## config.mk

```make
export PLATFORM = sky130hd
export DESIGN_NAME = dtspm_pin_mux
export DESIGN_NICKNAME = d
export VERILOG_FILES = /design/src/dtspm_pkg.sv /design/src/dtspm_sync.sv /design/src/dtspm_pin_mux.sv
export SDC_FILE = /design/constraint.sdc
export NUM_CORES = 1
export LEC_CHECK = 0
export BUFFER_PORTS_ARGS = -buffer_cell sky130_fd_sc_hd__clkbuf_2
export CAP_MARGIN = 20
export CORE_MARGIN = 5
export CORE_UTILIZATION = 35
export DETAILED_ROUTE_END_ITERATION = 10
export GPL_TIMING_DRIVEN = 1
export PLACE_DENSITY_LB_ADDON = 0.15
export SETUP_SLACK_MARGIN = 0.2
export SYNTH_ARGS = -nofsm -noshare
export SYNTH_HDL_FRONTEND = slang
export SYNTH_SLANG_ARGS = --single-unit
```

## constraint.sdc

```tcl
create_clock -name clk -period 0.8 [get_ports clk]
set_input_delay 0.16 -clock clk [delete_from_list [all_inputs] [get_ports clk]]
set_output_delay 0.16 -clock clk [all_outputs]
set_load 0.02 [all_outputs]
```

## src/dtspm_pkg.sv

```systemverilog
/*
  package for the debug, trace and serial pin mux: field positions,
  config codes and reset values. assumes single 50 MHz clock domain.
*/
package dtspm_pkg;
  // gpio config field codes (4-bit per pin)
  localparam logic [3:0] DTSPM_CFG_OUT     = 4'h1;
  localparam logic [3:0] DTSPM_CFG_ALT_OUT = 4'h9;
  localparam logic [3:0] DTSPM_CFG_ALT_OD  = 4'hD;
  localparam logic [3:0] DTSPM_CFG_IN      = 4'h4;
  // field positions
  localparam int DTSPM_A5_LSB   = 4;  // port_a_config_high[7:4]
  localparam int DTSPM_B0_LSB   = 0;  // port_b_config_low[3:0]
  localparam int DTSPM_B1_LSB   = 4;  // port_b_config_low[7:4]
  localparam int DTSPM_B2_LSB   = 8;  // port_b_config_low[11:8]
  localparam int DTSPM_C2_LSB   = 8;  // port_c_config_low[11:8]
  localparam int DTSPM_C3_LSB   = 12; // port_c_config_low[15:12]
  localparam int DTSPM_C4_LSB   = 0;  // port_c_config_low[3:0]
  localparam int DTSPM_DBG_GPIO = 5;  // debug_pin_config[5]
  // serial controller 1 modes
  localparam logic [1:0] DTSPM_SER_OFF  = 2'h0;
  localparam logic [1:0] DTSPM_SER_UART = 2'h1;
  localparam logic [1:0] DTSPM_SER_SPI  = 2'h2;
  // reset values
  localparam logic DTSPM_SW_MODE_RST = 1'b0;  // jtag after reset
  localparam logic DTSPM_STRAP_RST   = 1'b0;
  localparam logic DTSPM_SYNC_RST    = 1'b0;
endpackage

```

## src/dtspm_sync.sv

```systemverilog
/*
  two-flop synchroniser for one pin input.
  assumes the input is asynchronous to clk.
*/
`timescale 1ns/100ps
module dtspm_sync
  import dtspm_pkg::*;
(
  input  wire logic clk,
  input  wire logic nrst,
  input  wire logic d,
  output logic      q
);
  logic meta_q;

  // first stage feeds only the second stage
  always_ff @(posedge clk or negedge nrst) begin
    if (!nrst) begin
      meta_q <= DTSPM_SYNC_RST;
      q      <= DTSPM_SYNC_RST;
    end else begin
      meta_q <= d;
      q      <= meta_q;
    end
  end
endmodule

```

## src/dtspm_pin_mux.sv

```systemverilog
/*
  pin function selection for port a bit 5, port b bits 0..2, the debug clock
  pin and port c bits 2..4. assumes config fields, debug mode and peripheral
  outputs come from logic on clk; pin inputs are asynchronous.
*/
`timescale 1ns/100ps
// Operation
// - port a bit 5 alternate output is packet trace data or cpu trace bit 3.
// - boot-monitor strap sampled once, at the third edge after reset release; low selects boot monitor.
// - port b bit 1 alternate output is spi slave out or uart tx, by serial mode.
// - port b bit 2 input feeds spi slave in or uart rx, by serial mode.
// - debug port is jtag after reset; debugger may switch to serial wire.
// - debug clock pin is serial wire clock or jtag test clock by mode.
// - port c bits 2 and 4 are gpio only when debug config bit 5 is set.
// - port c bit 3 is gpio when debug config bit 5 set or serial wire active.
// - port c bit 2 outputs async trace in serial wire mode when trace and config select.
// - port b bit 0 outputs cpu trace clock when trace enabled and config selects alternate.
// - port c bit 4 carries bidirectional serial wire data in serial wire mode.
// - port b bit 0 input always feeds external interrupt source a.
module dtspm_pin_mux
  import dtspm_pkg::*;
(
  input  wire logic        clk,
  input  wire logic        nrst,
  // configuration
  input  wire logic [15:0] port_a_config_high,
  input  wire logic [15:0] port_b_config_low,
  input  wire logic [15:0] port_c_config_low,
  input  wire logic [7:0]  debug_pin_config,
  input  wire logic        cpu_trace_en,
  input  wire logic        cpu_trace_async,
  input  wire logic [1:0]  ser1_mode_select,
  input  wire logic        ser1_spi_control,
  input  wire logic        sw_switch_req,
  input  wire logic        sw_switch_to_sw,
  // gpio data from the port registers
  input  wire logic        gpio_a5_out,
  input  wire logic        gpio_b0_out,
  input  wire logic        gpio_b1_out,
  input  wire logic        gpio_b2_out,
  input  wire logic        gpio_c2_out,
  input  wire logic        gpio_c3_out,
  input  wire logic        gpio_c4_out,
  // peripheral signals toward the pins
  input  wire logic        packet_trace_data,
  input  wire logic        cpu_trace_bit3,
  input  wire logic        cpu_trace_clock,
  input  wire logic        ser1_slave_out,
  input  wire logic        ser1_uart_tx,
  input  wire logic        jtag_data_out,
  input  wire logic        jtag_data_out_en,
  input  wire logic        sw_trace_out,
  input  wire logic        swdio_out,
  input  wire logic        swdio_out_en,
  // pins
  input  wire logic        port_a_bit5_i,
  input  wire logic        port_b_bit0_i,
  input  wire logic        port_b_bit2_i,
  input  wire logic        port_c_bit3_i,
  input  wire logic        port_c_bit4_i,
  input  wire logic        dbg_clk_pin_i,
  output logic             port_a_bit5_o,
  output logic             port_a_bit5_oe,
  output logic             port_b_bit0_o,
  output logic             port_b_bit0_oe,
  output logic             port_b_bit1_o,
  output logic             port_b_bit1_oe,
  output logic             port_b_bit2_o,
  output logic             port_b_bit2_oe,
  output logic             port_c_bit2_o,
  output logic             port_c_bit2_oe,
  output logic             port_c_bit3_o,
  output logic             port_c_bit3_oe,
  output logic             port_c_bit4_o,
  output logic             port_c_bit4_oe,
  // toward the core
  output logic             boot_monitor_sel,
  output logic             sw_mode_active,
  output logic             ext_irq_a,
  output logic             ser1_slave_in,
  output logic             ser1_uart_rx,
  output logic             jtag_test_clock,
  output logic             sw_clock,
  output logic             jtag_data_in,
  output logic             jtag_mode_select,
  output logic             swdio_in,
  output logic             gpio_in_a5,
  output logic             gpio_in_b0,
  output logic             gpio_in_b2,
  output logic             gpio_in_c3,
  output logic             gpio_in_c4
);
  logic [3:0] a5_cfg;
  logic [3:0] b0_cfg;
  logic [3:0] b1_cfg;
  logic [3:0] b2_cfg;
  logic [3:0] c2_cfg;
  logic [3:0] c3_cfg;
  logic [3:0] c4_cfg;
  logic       a5_s;
  logic       b0_s;
  logic       b2_s;
  logic       c3_s;
  logic       c4_s;
  logic       dclk_s;
  logic       dbg_gpio;
  logic       sw_mode_q;
  logic       strap_q;
  logic       strap_done_q;
  logic [1:0] strap_arm_q;
  logic       a5_alt;
  logic       b0_alt;
  logic       b1_alt;
  logic       c2_alt;

  // config field decode
  assign a5_cfg   = port_a_config_high[DTSPM_A5_LSB +: 4];
  assign b0_cfg   = port_b_config_low[DTSPM_B0_LSB +: 4];
  assign b1_cfg   = port_b_config_low[DTSPM_B1_LSB +: 4];
  assign b2_cfg   = port_b_config_low[DTSPM_B2_LSB +: 4];
  assign c2_cfg   = port_c_config_low[DTSPM_C2_LSB +: 4];
  assign c3_cfg   = port_c_config_low[DTSPM_C3_LSB +: 4];
  assign c4_cfg   = port_c_config_low[DTSPM_C4_LSB +: 4];
  assign dbg_gpio = debug_pin_config[DTSPM_DBG_GPIO];
  assign a5_alt   = (a5_cfg == DTSPM_CFG_ALT_OUT) || (a5_cfg == DTSPM_CFG_ALT_OD);
  assign b0_alt   = (b0_cfg == DTSPM_CFG_ALT_OUT) || (b0_cfg == DTSPM_CFG_ALT_OD);
  assign b1_alt   = (b1_cfg == DTSPM_CFG_ALT_OUT) || (b1_cfg == DTSPM_CFG_ALT_OD);
  assign c2_alt   = (c2_cfg == DTSPM_CFG_ALT_OUT) || (c2_cfg == DTSPM_CFG_ALT_OD);

  // pin input synchronisers
  dtspm_sync u_a5 (.clk(clk), .nrst(nrst), .d(port_a_bit5_i), .q(a5_s));
  dtspm_sync u_b0 (.clk(clk), .nrst(nrst), .d(port_b_bit0_i), .q(b0_s));
  dtspm_sync u_b2 (.clk(clk), .nrst(nrst), .d(port_b_bit2_i), .q(b2_s));
  dtspm_sync u_c3 (.clk(clk), .nrst(nrst), .d(port_c_bit3_i), .q(c3_s));
  dtspm_sync u_c4 (.clk(clk), .nrst(nrst), .d(port_c_bit4_i), .q(c4_s));
  dtspm_sync u_dck (.clk(clk), .nrst(nrst), .d(dbg_clk_pin_i), .q(dclk_s));

  // debug mode: jtag on reset, debugger switch sequence sets serial wire
  always_ff @(posedge clk or negedge nrst) begin
    if (!nrst) begin
      sw_mode_q <= DTSPM_SW_MODE_RST;
    end else if (sw_switch_req) begin
      sw_mode_q <= sw_switch_to_sw;
    end
  end

  // strap capture: the synchroniser still holds its reset value for two edges
  // after release, so the pin is taken at the third edge and then frozen
  always_ff @(posedge clk or negedge nrst) begin
    if (!nrst) begin
      strap_arm_q  <= 2'h0;
      strap_q      <= DTSPM_STRAP_RST;
      strap_done_q <= 1'b0;
    end else begin
      strap_arm_q <= {strap_arm_q[0], 1'b1};
      if (strap_arm_q[1] && !strap_done_q) begin
        strap_q      <= ~a5_s;  // active-low strap
        strap_done_q <= 1'b1;
      end
    end
  end
  assign boot_monitor_sel = strap_q;
  assign sw_mode_active   = sw_mode_q;

  // port a bit 5 output
  always_ff @(posedge clk or negedge nrst) begin
    if (!nrst) begin
      port_a_bit5_o  <= 1'b0;
      port_a_bit5_oe <= 1'b0;
    end else if (a5_alt) begin
      port_a_bit5_o  <= cpu_trace_en ? cpu_trace_bit3 : packet_trace_data;
      port_a_bit5_oe <= 1'b1;
    end else begin
      port_a_bit5_o  <= gpio_a5_out;
      port_a_bit5_oe <= (a5_cfg == DTSPM_CFG_OUT);
    end
  end

  // port b bit 0 output
  always_ff @(posedge clk or negedge nrst) begin
    if (!nrst) begin
      port_b_bit0_o  <= 1'b0;
      port_b_bit0_oe <= 1'b0;
    end else if (b0_alt && cpu_trace_en) begin
      port_b_bit0_o  <= cpu_trace_clock;
      port_b_bit0_oe <= 1'b1;
    end else begin
      port_b_bit0_o  <= gpio_b0_out;
      port_b_bit0_oe <= (b0_cfg == DTSPM_CFG_OUT);
    end
  end

  // port b bit 1 output
  always_ff @(posedge clk or negedge nrst) begin
    if (!nrst) begin
      port_b_bit1_o  <= 1'b0;
      port_b_bit1_oe <= 1'b0;
    end else if (b1_alt && ser1_mode_select == DTSPM_SER_SPI && ser1_spi_control) begin
      port_b_bit1_o  <= ser1_slave_out;
      port_b_bit1_oe <= 1'b1;
    end else if (b1_alt && ser1_mode_select == DTSPM_SER_UART) begin
      port_b_bit1_o  <= ser1_uart_tx;
      port_b_bit1_oe <= 1'b1;
    end else begin
      port_b_bit1_o  <= gpio_b1_out;
      port_b_bit1_oe <= (b1_cfg == DTSPM_CFG_OUT);
    end
  end

  // port b bit 2 stays a gpio on output; its input feeds serial 1
  always_ff @(posedge clk or negedge nrst) begin
    if (!nrst) begin
      port_b_bit2_o  <= 1'b0;
      port_b_bit2_oe <= 1'b0;
    end else begin
      port_b_bit2_o  <= gpio_b2_out;
      port_b_bit2_oe <= (b2_cfg == DTSPM_CFG_OUT);
    end
  end

  // port c bit 2: gpio, async trace or jtag data out
  always_ff @(posedge clk or negedge nrst) begin
    if (!nrst) begin
      port_c_bit2_o  <= 1'b0;
      port_c_bit2_oe <= 1'b0;
    end else if (dbg_gpio) begin
      port_c_bit2_o  <= gpio_c2_out;
      port_c_bit2_oe <= (c2_cfg == DTSPM_CFG_OUT);
    end else if (sw_mode_q) begin
      port_c_bit2_o  <= sw_trace_out;
      port_c_bit2_oe <= cpu_trace_en && cpu_trace_async && c2_alt;
    end else begin
      port_c_bit2_o  <= jtag_data_out;
      port_c_bit2_oe <= jtag_data_out_en;
    end
  end

  // port c bit 3: gpio unless jtag owns it as data in
  always_ff @(posedge clk or negedge nrst) begin
    if (!nrst) begin
      port_c_bit3_o  <= 1'b0;
      port_c_bit3_oe <= 1'b0;
    end else if (dbg_gpio || sw_mode_q) begin
      port_c_bit3_o  <= gpio_c3_out;
      port_c_bit3_oe <= (c3_cfg == DTSPM_CFG_OUT);
    end else begin
      port_c_bit3_o  <= 1'b0;  // input only in jtag mode
      port_c_bit3_oe <= 1'b0;
    end
  end

  // port c bit 4: gpio, serial wire data or jtag mode select input
  always_ff @(posedge clk or negedge nrst) begin
    if (!nrst) begin
      port_c_bit4_o  <= 1'b0;
      port_c_bit4_oe <= 1'b0;
    end else if (dbg_gpio) begin
      port_c_bit4_o  <= gpio_c4_out;
      port_c_bit4_oe <= (c4_cfg == DTSPM_CFG_OUT);
    end else if (sw_mode_q) begin
      port_c_bit4_o  <= swdio_out;
      port_c_bit4_oe <= swdio_out_en;
    end else begin
      port_c_bit4_o  <= 1'b0;
      port_c_bit4_oe <= 1'b0;
    end
  end

  // inputs toward core, registered after synchronisers
  always_ff @(posedge clk or negedge nrst) begin
    if (!nrst) begin
      ext_irq_a        <= 1'b0;
      ser1_slave_in    <= 1'b0;
      ser1_uart_rx     <= 1'b1;
      jtag_test_clock  <= 1'b0;
      sw_clock         <= 1'b0;
      jtag_data_in     <= 1'b1;
      jtag_mode_select <= 1'b1;
      swdio_in         <= 1'b1;
      gpio_in_a5       <= 1'b0;
      gpio_in_b0       <= 1'b0;
      gpio_in_b2       <= 1'b0;
      gpio_in_c3       <= 1'b0;
      gpio_in_c4       <= 1'b0;
    end else begin
      ext_irq_a        <= b0_s;
      ser1_slave_in    <= (ser1_mode_select == DTSPM_SER_SPI) && ser1_spi_control && b2_s;
      ser1_uart_rx     <= (ser1_mode_select == DTSPM_SER_UART) ? b2_s : 1'b1;
      jtag_test_clock  <= !sw_mode_q && dclk_s;
      sw_clock         <= sw_mode_q && dclk_s;
      jtag_data_in     <= (dbg_gpio || sw_mode_q) ? 1'b1 : c3_s;
      jtag_mode_select <= (dbg_gpio || sw_mode_q) ? 1'b1 : c4_s;
      swdio_in         <= (!dbg_gpio && sw_mode_q) ? c4_s : 1'b1;
      gpio_in_a5       <= a5_s;
      gpio_in_b0       <= b0_s;
      gpio_in_b2       <= b2_s;
      gpio_in_c3       <= c3_s;
      gpio_in_c4       <= c4_s;
    end
  end
endmodule

```

After elaboration in Yosys (flattened, before gate mapping)
Index checks and enable logic that the tools add are counted.
{"block": "word_totals", "regBits": 43, "in_bits": 88, "out_inout_bits": 29}
{"block": "op_classes", "eq_ne": 17, "muxes": 23, "bitwise": 1, "n_reduce_logical": 20}
{"operator": "== test 4 bit, second input constant", "count": 8}
{"operator": "== test 4 x 1 -> 1 bit, second input constant", "count": 7}
{"operator": "2-to-1 mux 1 bit", "count": 23}
{"operator": "logical AND 1 bit", "count": 12}
{"operator": "logical OR 1 bit", "count": 5}
{"operator": "logical NOT 1 bit", "count": 3}
{"operator": "== test 2 x 1 -> 1 bit, second input constant", "count": 1}
{"operator": "== test 2 bit, second input constant", "count": 1}
{"operator": "inverter 1 bit", "count": 1}

Depth between registers and ports, before layout
Gate-level depths: netlist of run 1.
{"block": "depth", "depth_word": 5, "ltp_mapped": 4, "mapped_depth_nobuf": 3}

Cells and area by module
Synthesis of run 1 repeated with hierarchy kept, for this count alone.
{"block": "hier_totals", "cells_unflattened": 98, "hier_area_um2": 1450.1}
{"mod": "dtspm_pin_mux", "instances": 1, "cells_each": 86, "area_each_um2": 1149.9, "seq_area_each_um2": 780.7}
{"mod": "dtspm_sync", "instances": 6, "cells_each": 2, "area_each_um2": 50.0, "seq_area_each_um2": 50.0}

Worst setup path before layout of run 1
No wires, ideal clock.
{"block": "synth_path", "path_type": "register -> register", "from": "reg sw_mode_q, in the netlist sw_mode_active", "to": "reg port_c_bit2_oe", "setup_ns": 0.124, "arrival_time_ns": 0.981, "required_time_ns": 0.676, "setup_slack_ns": -0.305, "path_stages_with_launch": 4, "n_path_buf": 1, "period_less_slack_ns": 1.105, "path_cell_list": "dfrtp_1 buf_2 nor2_1 a211o_1"}
{"block": "synth_between", "elab_chain_len": 2}
{"element": "from (decl)", "line": "dtspm_pin_mux.sv:107", "rtl": "logic sw_mode_q;"}
{"element": "from (signal assigned)", "line": "dtspm_pin_mux.sv:143", "rtl": "sw_mode_q <= sw_switch_to_sw;"}
{"element": "2-to-1 mux 1 bit", "line": "dtspm_pin_mux.sv:229", "rtl": "end else if (sw_mode_q) begin"}
{"element": "2-to-1 mux 1 bit", "line": "dtspm_pin_mux.sv:226", "rtl": "end else if (dbg_gpio) begin"}
{"element": "to (signal assigned)", "line": "dtspm_pin_mux.sv:228", "rtl": "port_c_bit2_oe <= (c2_cfg == DTSPM_CFG_OUT);"}
{"element": "to (signal assigned)", "line": "dtspm_pin_mux.sv:231", "rtl": "port_c_bit2_oe <= cpu_trace_en && cpu_trace_async && c2_alt;"}
{"element": "to (signal assigned)", "line": "dtspm_pin_mux.sv:234", "rtl": "port_c_bit2_oe <= jtag_data_out_en;"}
{"element": "to (decl)", "line": "dtspm_pin_mux.sv:71", "rtl": "output logic port_c_bit2_oe,"}
No other way between the ends.
A chain may end at the register's enable or synchronous reset.

Final worst setup path of run 1
{"block": "layout_path", "from": "reg jtag_mode_select", "to": "out jtag_mode_select"}
{"element": "from (decl)", "line": "dtspm_pin_mux.sv:85", "rtl": "output logic jtag_mode_select,"}
{"element": "from (signal assigned)", "line": "dtspm_pin_mux.sv:292", "rtl": "jtag_mode_select <= (dbg_gpio || sw_mode_q) ? 1'b1 : c4_s;"}
No word-level cell between the ends.

==> impl_metrics.ini, run 1 <==
[setup_path]
crit_start = jtag_mode_select
timing.critical_path.slowest_cell_delay_ns = 0.54
crit_path_end_kind = output port
timing.critical_path.required_ns = 0.64
critical-path-slowest-cell = sky130_fd_sc_hd__dfstp_2
path_buf_inv = 1
critical_path.reg2reg.startpoint = sw_mode_active
cp.depth = 1
cp-start-kind = register
cp_top_family = flip-flops
path_max_fanout = 1
worst_path_arrival_time_ns = 0.94
worst_r2r_path_depth = 4
cp_cell_sequence = buf_8
worstSetupPathType = reg2out

[routing]
route.detailed.vias_per_inst = 4.50
wl_mm = 3.49
dr_total_vias = 1162
antenna_violating_nets_post_route = 0
drc = 0
drt_iter0_drc = 20
route.detailed.wl_per_inst_um = 13.5
drt-pass1-iter-count = 4

[floorplanning]
die_area_um2 = 5620
placement_rows = 23
core_area_um2 = 4060
chipWidth_um = 75.0
die_h_um = 75.0
num_io_pins = 117
initial_core_util_pct = 36.4

[clock_network]
ctsHtreeMaxLevel = 2
clock_latency_ns = 0.29
clk_pin_slew_worst_paths_ns = 0.08
cts_tree = built
cts_buffers = 5
cts_max_path_buffers = 2
tritoncts_num_sinks = 43
clk_root_buf = sky130_fd_sc_hd__clkbuf_8

[finish]
layout.nets = 295
area.growth.synth_to_final_pct = 66.6
area_taken_by_multi_input_logic_gates_um2 = 410
largest_register_ff_count = 2
seq_area_um2 = 1080
layoutNonFillerInstCount = 258
max_flop_register = strap_arm_q
fillers = 337
n_antenna_cell = 0
layout-drive-gt1-share_pct = 60.6

[placement]
dp_cells = 241
gpl_wtd_cong = 0.714
pre_cts_ws_ns = -0.171
place.port_buffers = 89
hpwl_mm = 2.63

[yosys]
ys_dominant_reg_cell = sky130_fd_sc_hd__dfrtp_1
synth_sequential_area_ratio_pct = 73.2
post-synth-top-count-cell = sky130_fd_sc_hd__dfrtp_1
yosys-top-cells-count = sky130_fd_sc_hd__dfrtp_1 (39), sky130_fd_sc_hd__nand2b_1 (5)
post_synth_main_area_contributors = sky130_fd_sc_hd__dfrtp_1 (66%), sky130_fd_sc_hd__dfstp_2 (7.1%), sky130_fd_sc_hd__nand2b_1 (2.1%)
ys_seq_elements = 43
yosys.area.top_type_share_pct = 66.0
mean_instance_size_in_the_synthesized_netlist_um2 = 14.9
synth_largest_area_cell = sky130_fd_sc_hd__dfrtp_1
async_reset_ff_share_pct = 100
yosys_warnings = 0
yosysUniqueCellTypes = 34
cell_count_after_synthesis = 99
mappedNetlistArea_um2 = 1480
net_count_synth = 187
synth_enable_flop_cells = 0

[min_path]
hold_path.class = in2async

[grt]
grt_use_total_pct = 12.9
maximum_number_of_pins_on_one_net_before_global_route_repair = 44
grt_first_pass_wirelength_mm = 5.40
first_global_vias = 1208
antenna_found_initial = 0
grt.overflow.total = 0

[power_and_ir_drop]
cellPowerDensity_nw_per_um2 = 1810
peakVddDrop_mv = 1.05
power_leakage_nw = 1.26
total_power_mw = 4.47

[sta]
worst_hold_slack_across_all_endpoints_ns = -0.161
setup_repair_after_global_routing_missed_its_margin = yes
fmax_mhz = 911
final.setup.tns_ns = -6.68
final.setup_skew_ns = 0.00681
slew_viol_final = 0
min_period_ns = 1.10
final_critical_path_setup_slack_ns = -0.297
setup-violations-final = 41
timing.final.crit_share_pct = 137
timing.final.hold_violations = 40

[run]
cap_viol_max_count = 0

[run_status]
failed_checks = negative hold slack, negative setup slack
run_status = finished with violations
## placed cells by master (no fill, tap or decap), drive strengths merged
cell          synthesis  final
nand2b                5      5
clkinv                0      2
and2                  2      2
nor2b                 5      5
nor2                  2      2
buf                   3     38
a22o                  2      2
conb                  1      1
nand2                 4      4
clkbuf                0     66
or2                   1      1
a2bb2oi               1      1
dfrtp                39     39
or3                   2      2
dfstp                 4      4
a21bo                 1      1
mux2i                 2      2
nand4b                1      1
and3b                 3      3
dlygate4sd3           0      4
a21oi                 1      1
nand3                 1      1
a211o                 1      1
nand3b                1      1
nor4b                 3      3
inv                   2      2
o41ai                 1      1
nor4                  2      2
nor3b                 2      2
mux2                  2      2
o21ai                 5      5
dlymetal6s4s          0      2
## repair_timing
item | in CTS | in global routing
gates resized for setup | 16 | 85
endpoints found under the setup margin | 45 | 49
setup buffers | 2 | 1
pin swaps | 3 | 1
hold buffers | 6 | 1
cloned | 0 | 0
endpoints found under the hold margin | 46 | 41
## layer usage
| metal | vias up | track usage (%) | wire length [µm] |
|---|---|---|---|
| li1 | 556 | - | - |
| met1 | 558 | 13.4 | 1150 |
| met2 | 44 | 22.6 | 2010 |
| met5 | - | 0 | 0 |
| met4 | 0 | 5.93 | 31 |
| met3 | 4 | 5.21 | 304 |
## metrics by stage
step	cell area, µm²	util (%)
global route	2460	60.7
detailed placement	2040	50.2
global placement	2040	50.2
CTS	2270	56.0
floorplan	1500	-
finish	2460	60.7
## kinds of logic after synthesis
group	after synthesis	synth area share (%)
AO/OA/AOI/OAI	12	6.10
AND/OR/NAND/NOR	34	15.5
buffers and inverters	5	2.12
multiplexers	4	2.88
flip-flops	43	73.2
other	1	0.254
## layout make-up
type	instances	area share, %
inverter	2	0.305
clock buffer	6	2.95
tap	50	2.54
timing repair buffer	104	32.9
multi-input combinational	51	16.7
clock inverter	2	0.559
sequential	43	44.0
## worst paths after layout
check | end | slack, ns
max | jtag_mode_select | -0.30
min | u_b0.q | -0.16
max reg2reg | port_c_bit2_oe | -0.22
min reg2reg | u_b2.q | 0.35
max in group asynchronous | jtag_data_in | 0.70
min in group clk | u_b0.meta_q | -0.02
## report_power, final
part	leakage [nW]	switching [mW]	internal, mW	total, mW
clock	0.0452	0.708	0.616	1.32
sequential	0.512	0.0637	2.30	2.36
combinational	0.699	0.330	0.447	0.777
total	1.26	1.10	3.36	4.47
Power figures use the tool's default switching activity.
==> run 2, diff against run 1 <==
--- a/config.mk
+++ b/config.mk
@@ -11,7 +11,7 @@
 export CORE_UTILIZATION = 35
 export DETAILED_ROUTE_END_ITERATION = 10
 export GPL_TIMING_DRIVEN = 1
-export PLACE_DENSITY_LB_ADDON = 0.15
+export PLACE_DENSITY = 0.81
 export SETUP_SLACK_MARGIN = 0.2
 export SYNTH_ARGS = -nofsm -noshare
 export SYNTH_HDL_FRONTEND = slang
==> run 2 against run 1 <==
Net effect: the flow still finishes with violations (negative hold slack, negative setup slack); routed wire length grew 5.3%; largest power group unchanged; first-iteration DRC count shrank 30%; critical path type unchanged; clock power grew 24%; die area is the same; combinational power grew 4.4%; sequential power is essentially flat; critical path depth grew 1; count of clock-buffer cells in the layout is the same.
==> impl_metrics.ini, run 2 (synthesis gave the netlist of run 1 again) <==
[grt]
grt_first_pass_wirelength_mm = 5.75
grt_use_total_pct = 14.3
maximum_number_of_pins_on_one_net_before_global_route_repair = 44
antenna_found_initial = 0
first_global_vias = 1314
grt.overflow.total = 0

[sta]
fmax_mhz = 894
final_critical_path_setup_slack_ns = -0.319
worst_hold_slack_across_all_endpoints_ns = -0.181
setup_repair_after_global_routing_missed_its_margin = yes
timing.final.crit_share_pct = 140
slew_viol_final = 0
final.setup.tns_ns = -7.12
timing.final.hold_violations = 39
final.setup_skew_ns = 0.00670
setup-violations-final = 39
min_period_ns = 1.12

[routing]
drt-pass1-iter-count = 2
antenna_violating_nets_post_route = 0
drc = 0
drt_iter0_drc = 14
route.detailed.vias_per_inst = 4.43
wl_mm = 3.67
route.detailed.wl_per_inst_um = 14.1
dr_total_vias = 1157

[placement]
detailed_place.area_um2 = 2060
hpwl_mm = 2.74
pre_cts_ws_ns = -0.159
gpl_wtd_cong = 0.722
dp_cells = 244
place.port_buffers = 89

[floorplanning]
die_h_um = 75.0
core_area_um2 = 4060
initial_core_util_pct = 36.4
num_io_pins = 117
placement_rows = 23
chipWidth_um = 75.0
die_area_um2 = 5620

[clock_network]
clock_latency_ns = 0.29
cts_buffers = 5
clk_pin_slew_worst_paths_ns = 0.08
ctsHoldBuffers = 7
clk_root_buf = sky130_fd_sc_hd__clkbuf_8
tritoncts_num_sinks = 43
ctsHtreeMaxLevel = 2
cts_tree = built
cts_max_path_buffers = 2

[run_status]
run_status = finished with violations
failed_checks = negative hold slack, negative setup slack

[finish]
layoutNonFillerInstCount = 261
max_flop_register = strap_arm_q
n_antenna_cell = 0
layout-drive-gt1-share_pct = 61.1
area.growth.synth_to_final_pct = 72.1
final_cell_mix = sky130_fd_sc_hd__clkbuf_2 (60), sky130_fd_sc_hd__dfrtp_1 (37), sky130_fd_sc_hd__buf_6 (26)
layout.nets = 298
fillers = 298
area_taken_by_multi_input_logic_gates_um2 = 433
finish.utilization_pct = 62.7
finalInstanceArea_um2 = 2540
final_common_cell = sky130_fd_sc_hd__clkbuf_2
largest_register_ff_count = 2
seq_area_um2 = 1080

[min_path]
hold_path.class = in2async

[setup_path]
critical_path.reg2reg.startpoint = sw_mode_active
timing.critical_path.required_ns = 0.64
worstSetupPathType = reg2out
cp-start-kind = register
worst_path_arrival_time_ns = 0.96
regToRegSetupSlack_ns = -0.22
path_max_fanout = 2
worst_r2r_path_depth = 3
worstReg2RegEnd = port_c_bit4_oe
crit_path_end_kind = output port

[power_and_ir_drop]
peakVddDrop_mv = 1.43
total_power_mw = 4.81
power_leakage_nw = 1.29
cellPowerDensity_nw_per_um2 = 1890

[run]
cap_viol_max_count = 0
==> run 2: cell types whose count changed in the layout (fill, tap and decap cells not counted), sizes merged <==
cell	before	now
clkinv	2	0
dlymetal6s4s	2	3
clkbuf	66	68
clkinvlp	0	1
bufinv	0	1
==> run 2: how the worst max path moves through the flow <==
| stage | start | to | slack [ns] | depth (start not counted) |
|---|---|---|---|---|
| after floorplan | sw_mode_active | port_c_bit2_oe | -0.21 | 4 |
| after global placement | sw_mode_active | port_c_bit2_oe | -0.16 | 2 |
| after detailed placement | sw_mode_active | port_c_bit2_oe | -0.16 | 2 |
| after CTS | jtag_data_in | jtag_data_in | -0.34 | 1 |
| after global routing | sw_mode_active | sw_mode_active | -0.35 | 2 |
| final | sw_mode_active | sw_mode_active | -0.32 | 2 |
==> run 2: what timing repair did <==
item                       CTS  global route
setup endpoints to repair   45            49
gates resized for setup     27            78
hold endpoints to repair    47            40
pin swaps                    2             0
setup buffers                2             0
==> run 2: critical path, cell delays in order (launching register included) <==
cell	delay, ns
sky130_fd_sc_hd__dfrtp_2	0.43
sky130_fd_sc_hd__buf_6	0.12
sky130_fd_sc_hd__buf_8	0.12
==> run 2: layout make-up <==
| class | count | area share (%) |
|---|---|---|
| inverter | 2 | 0.295 |
| sequential | 43 | 42.6 |
| timing repair buffer | 107 | 33.3 |
| multi-input combinational | 51 | 17.0 |
| tap | 50 | 2.46 |
| clock inverter | 2 | 1.48 |
| clock buffer | 6 | 2.85 |
==> run 2: power breakdown <==
| part | switching, mW | total [mW] | internal (mW) |
|---|---|---|---|
| clock network | 0.709 | 1.64 | 0.931 |
| registers | 0.0627 | 2.36 | 2.30 |
| logic | 0.347 | 0.811 | 0.464 |
| total | 1.12 | 4.81 | 3.70 |
==> run 2: routing by layer <==
layer | global-route usage, % | part of all wire [%]
met5 | 0 | 0
met4 | 5.93 | 1.6
met3 | 8.54 | 14
met2 | 23.2 | 50
met1 | 15.2 | 35
==> run 3, diff against run 2 <==
--- a/config.mk
+++ b/config.mk
@@ -5,13 +5,14 @@
 export SDC_FILE = /design/constraint.sdc
 export NUM_CORES = 1
 export LEC_CHECK = 0
+export ABC_AREA = 1
 export BUFFER_PORTS_ARGS = -buffer_cell sky130_fd_sc_hd__clkbuf_2
 export CAP_MARGIN = 20
 export CORE_MARGIN = 5
 export CORE_UTILIZATION = 35
 export DETAILED_ROUTE_END_ITERATION = 10
 export GPL_TIMING_DRIVEN = 1
-export PLACE_DENSITY = 0.81
+export PLACE_DENSITY = 0.8
 export SETUP_SLACK_MARGIN = 0.2
 export SYNTH_ARGS = -nofsm -noshare
 export SYNTH_HDL_FRONTEND = slang
==> run 3 against run 2 <==
Net effect: the run still ends with negative hold slack, negative setup slack left; maximum frequency increased by 2.1%; first-iteration DRC count increased to 4.9 times the previous value; clock power increased by 4%; critical endpoint is now jtag_mode_select; largest power group unchanged; highest routed layer unchanged.
==> impl_metrics.ini, run 3 <==
[yosys]
yosysUniqueCellTypes = 26
yosys.area.top_type_share_pct = 65.8
synth_sequential_area_ratio_pct = 72.8
net_count_synth = 212
synth_top_family_by_area = simple AND/OR/NAND/NOR gates
post_synth_and_or_nand_nor_area_fraction_pct = 15.0
cell_count_after_synthesis = 124
synth-adder-area-share_pct = 0
async_reset_ff_share_pct = 100
ys_dominant_reg_cell = sky130_fd_sc_hd__dfrtp_1
post-synth-top-count-cell = sky130_fd_sc_hd__dfrtp_1
ys_seq_elements = 43
post_synth_main_area_contributors = sky130_fd_sc_hd__dfrtp_1 (66%), sky130_fd_sc_hd__dfstp_2 (7.1%), sky130_fd_sc_hd__nand2_1 (5.6%)
synthMuxAreaShare_pct = 1.43
synth_enable_flop_cells = 0
synth_largest_area_cell = sky130_fd_sc_hd__dfrtp_1
yosys-top-cells-count = sky130_fd_sc_hd__dfrtp_1 (39), sky130_fd_sc_hd__nand2_1 (22), sky130_fd_sc_hd__inv_1 (17), sky130_fd_sc_hd__nor2_1 (9), sky130_fd_sc_hd__nand3_1 (6)
yosys_warnings = 0
mappedNetlistArea_um2 = 1480
synth_xor_xnor_area_share_pct = 0
mean_instance_size_in_the_synthesized_netlist_um2 = 12.0
post_synthesis_compound_gate_area_fraction_pct = 4.89

[clock_network]
clk_root_buf = sky130_fd_sc_hd__clkbuf_8
cts_buffers = 5
clock_latency_ns = 0.29
tritoncts_num_sinks = 43
ctsHtreeMaxLevel = 2
cts_tree = built
clk_pin_slew_worst_paths_ns = 0.08
cts_max_path_buffers = 2

[routing]
route.detailed.wl_per_inst_um = 12.0
drt_iter0_drc = 69
antenna_violating_nets_post_route = 0
drt-pass1-iter-count = 4
drc = 0
route.detailed.vias_per_inst = 4.39
wl_mm = 3.40
dr_total_vias = 1242

[sta]
fmax_mhz = 913
worst_hold_slack_across_all_endpoints_ns = -0.160
setup_repair_after_global_routing_missed_its_margin = yes
timing.final.hold_violations = 39
final_critical_path_setup_slack_ns = -0.296
final.setup_skew_ns = 0.00360
final.setup.tns_ns = -6.17
min_period_ns = 1.10
slew_viol_final = 0
timing.final.crit_share_pct = 137
setup-violations-final = 40

[finish]
max_flop_register = strap_arm_q
largest_register_ff_count = 2
final_cell_mix = sky130_fd_sc_hd__clkbuf_2 (59), sky130_fd_sc_hd__dfrtp_1 (36), sky130_fd_sc_hd__buf_6 (28)
layoutNonFillerInstCount = 283
layout-drive-gt1-share_pct = 57.1
n_antenna_cell = 0
final_common_cell = sky130_fd_sc_hd__clkbuf_2
layout.nets = 320
area.growth.synth_to_final_pct = 71.7

[setup_path]
crit_path_end_kind = output port
timing.critical_path.slowest_cell_delay_ns = 0.54
critical-path-slowest-cell = sky130_fd_sc_hd__dfstp_2
cp_top_family = flip-flops
path_buf_inv = 1
timing.critical_path.required_ns = 0.64
critical_path.reg2reg.startpoint = sw_mode_active
cp-start-kind = register
worstSetupPathType = reg2out
regToRegSetupSlack_ns = -0.13
cp_cell_sequence = buf_8
worst_r2r_path_depth = 4
worstReg2RegEnd = port_c_bit4_o
worst_path_arrival_time_ns = 0.94
path_max_fanout = 1

[power_and_ir_drop]
peakVddDrop_mv = 1.18
total_power_mw = 4.88
cellPowerDensity_nw_per_um2 = 1920
power_leakage_nw = 1.37

[floorplanning]
core_area_um2 = 4060
num_io_pins = 117
die_h_um = 75.1
initial_core_util_pct = 36.6
die_area_um2 = 5640
placement_rows = 23
chipWidth_um = 75.1

[run]
cap_viol_max_count = 0

[grt]
grt.overflow.total = 0
grt_use_total_pct = 12.2
antenna_found_initial = 0
grt_first_pass_wirelength_mm = 5.10
first_global_vias = 1202
maximum_number_of_pins_on_one_net_before_global_route_repair = 44

[min_path]
hold_path.class = in2async

[run_status]
failed_checks = negative hold slack, negative setup slack
run_status = finished with violations

[placement]
dp_cells = 266
pre_cts_ws_ns = -0.128
hpwl_mm = 2.55
gpl_wtd_cong = 0.682
place.port_buffers = 89
run 3: layout make-up:
class	instances	area, µm²
clock buffer	6	82.6
multi-input combinational	60	389
timing repair buffer	102	801
clock inverter	2	35.0
tap	50	62.6
sequential	43	1080
fill	325	1510
inverter	20	92.6
run 3: how the worst max path moves through the flow:
stage / startpoint / endpoint / slack [ns] / depth (start not counted)
2_1_floorplan: sw_mode_active / port_c_bit4_o / -0.08 / 3
3_3_place_gp: sw_mode_active / port_c_bit4_o / -0.07 / 3
3_5_place_dp: port_b_config_low[5] / port_b_bit1_o / -0.13 / 7
4_1_cts: ser1_uart_rx / ser1_uart_rx / -0.32 / 1
5_1_grt: ser1_uart_rx / ser1_uart_rx / -0.33 / 1
6_report: jtag_mode_select / jtag_mode_select / -0.30 / 1
run 3: kinds of logic (layout without fill, tap and decap cells):
group                  Yosys count  count (layout)
and+or+nand+nor                 45              45
muxes                            2               2
other                            1               1
DFF                             43              43
buffers and inverters           21             130
AOI/OAI and AO/OA               12              12
run 3: stage by stage:
stage / area, µm² / hold WS (ns) / utilization (%)
finish: 2550 / -0.160 / 62.8
global route: 2550 / -0.149 / 62.8
CTS: 2350 / -0.156 / 57.9
detailed placement: 2080 / 0.157 / 51.2
global placement: 2080 / 0.154 / 51.2
floorplan: 1540 / -0.136 / -
run 3: routing by layer:
metal  vias to the layer above  track usage, %  part of all wire [%]
met2                        56            21.3                    53
li1                        598               -                     -
met3                         9            4.41                    11
met4                         0            6.52                   2.8
met1                       579            12.7                    33
met5                         -               0                     0
run 3: report_power, final:
| group | leakage [nW] | switching [mW] | total (mW) | internal (mW) |
|---|---|---|---|---|
| combinational | 0.802 | 0.376 | 0.812 | 0.436 |
| clock | 0.0612 | 0.691 | 1.70 | 1.01 |
| sequential | 0.510 | 0.0631 | 2.37 | 2.30 |
run 3: timing repair:
action,in CTS,in global routing
pin swaps,8,1
buffers inserted,2,0
gates resized for setup,20,88
setup endpoints to repair,46,50
endpoints found under the hold margin,46,41
hold buffers,6,1
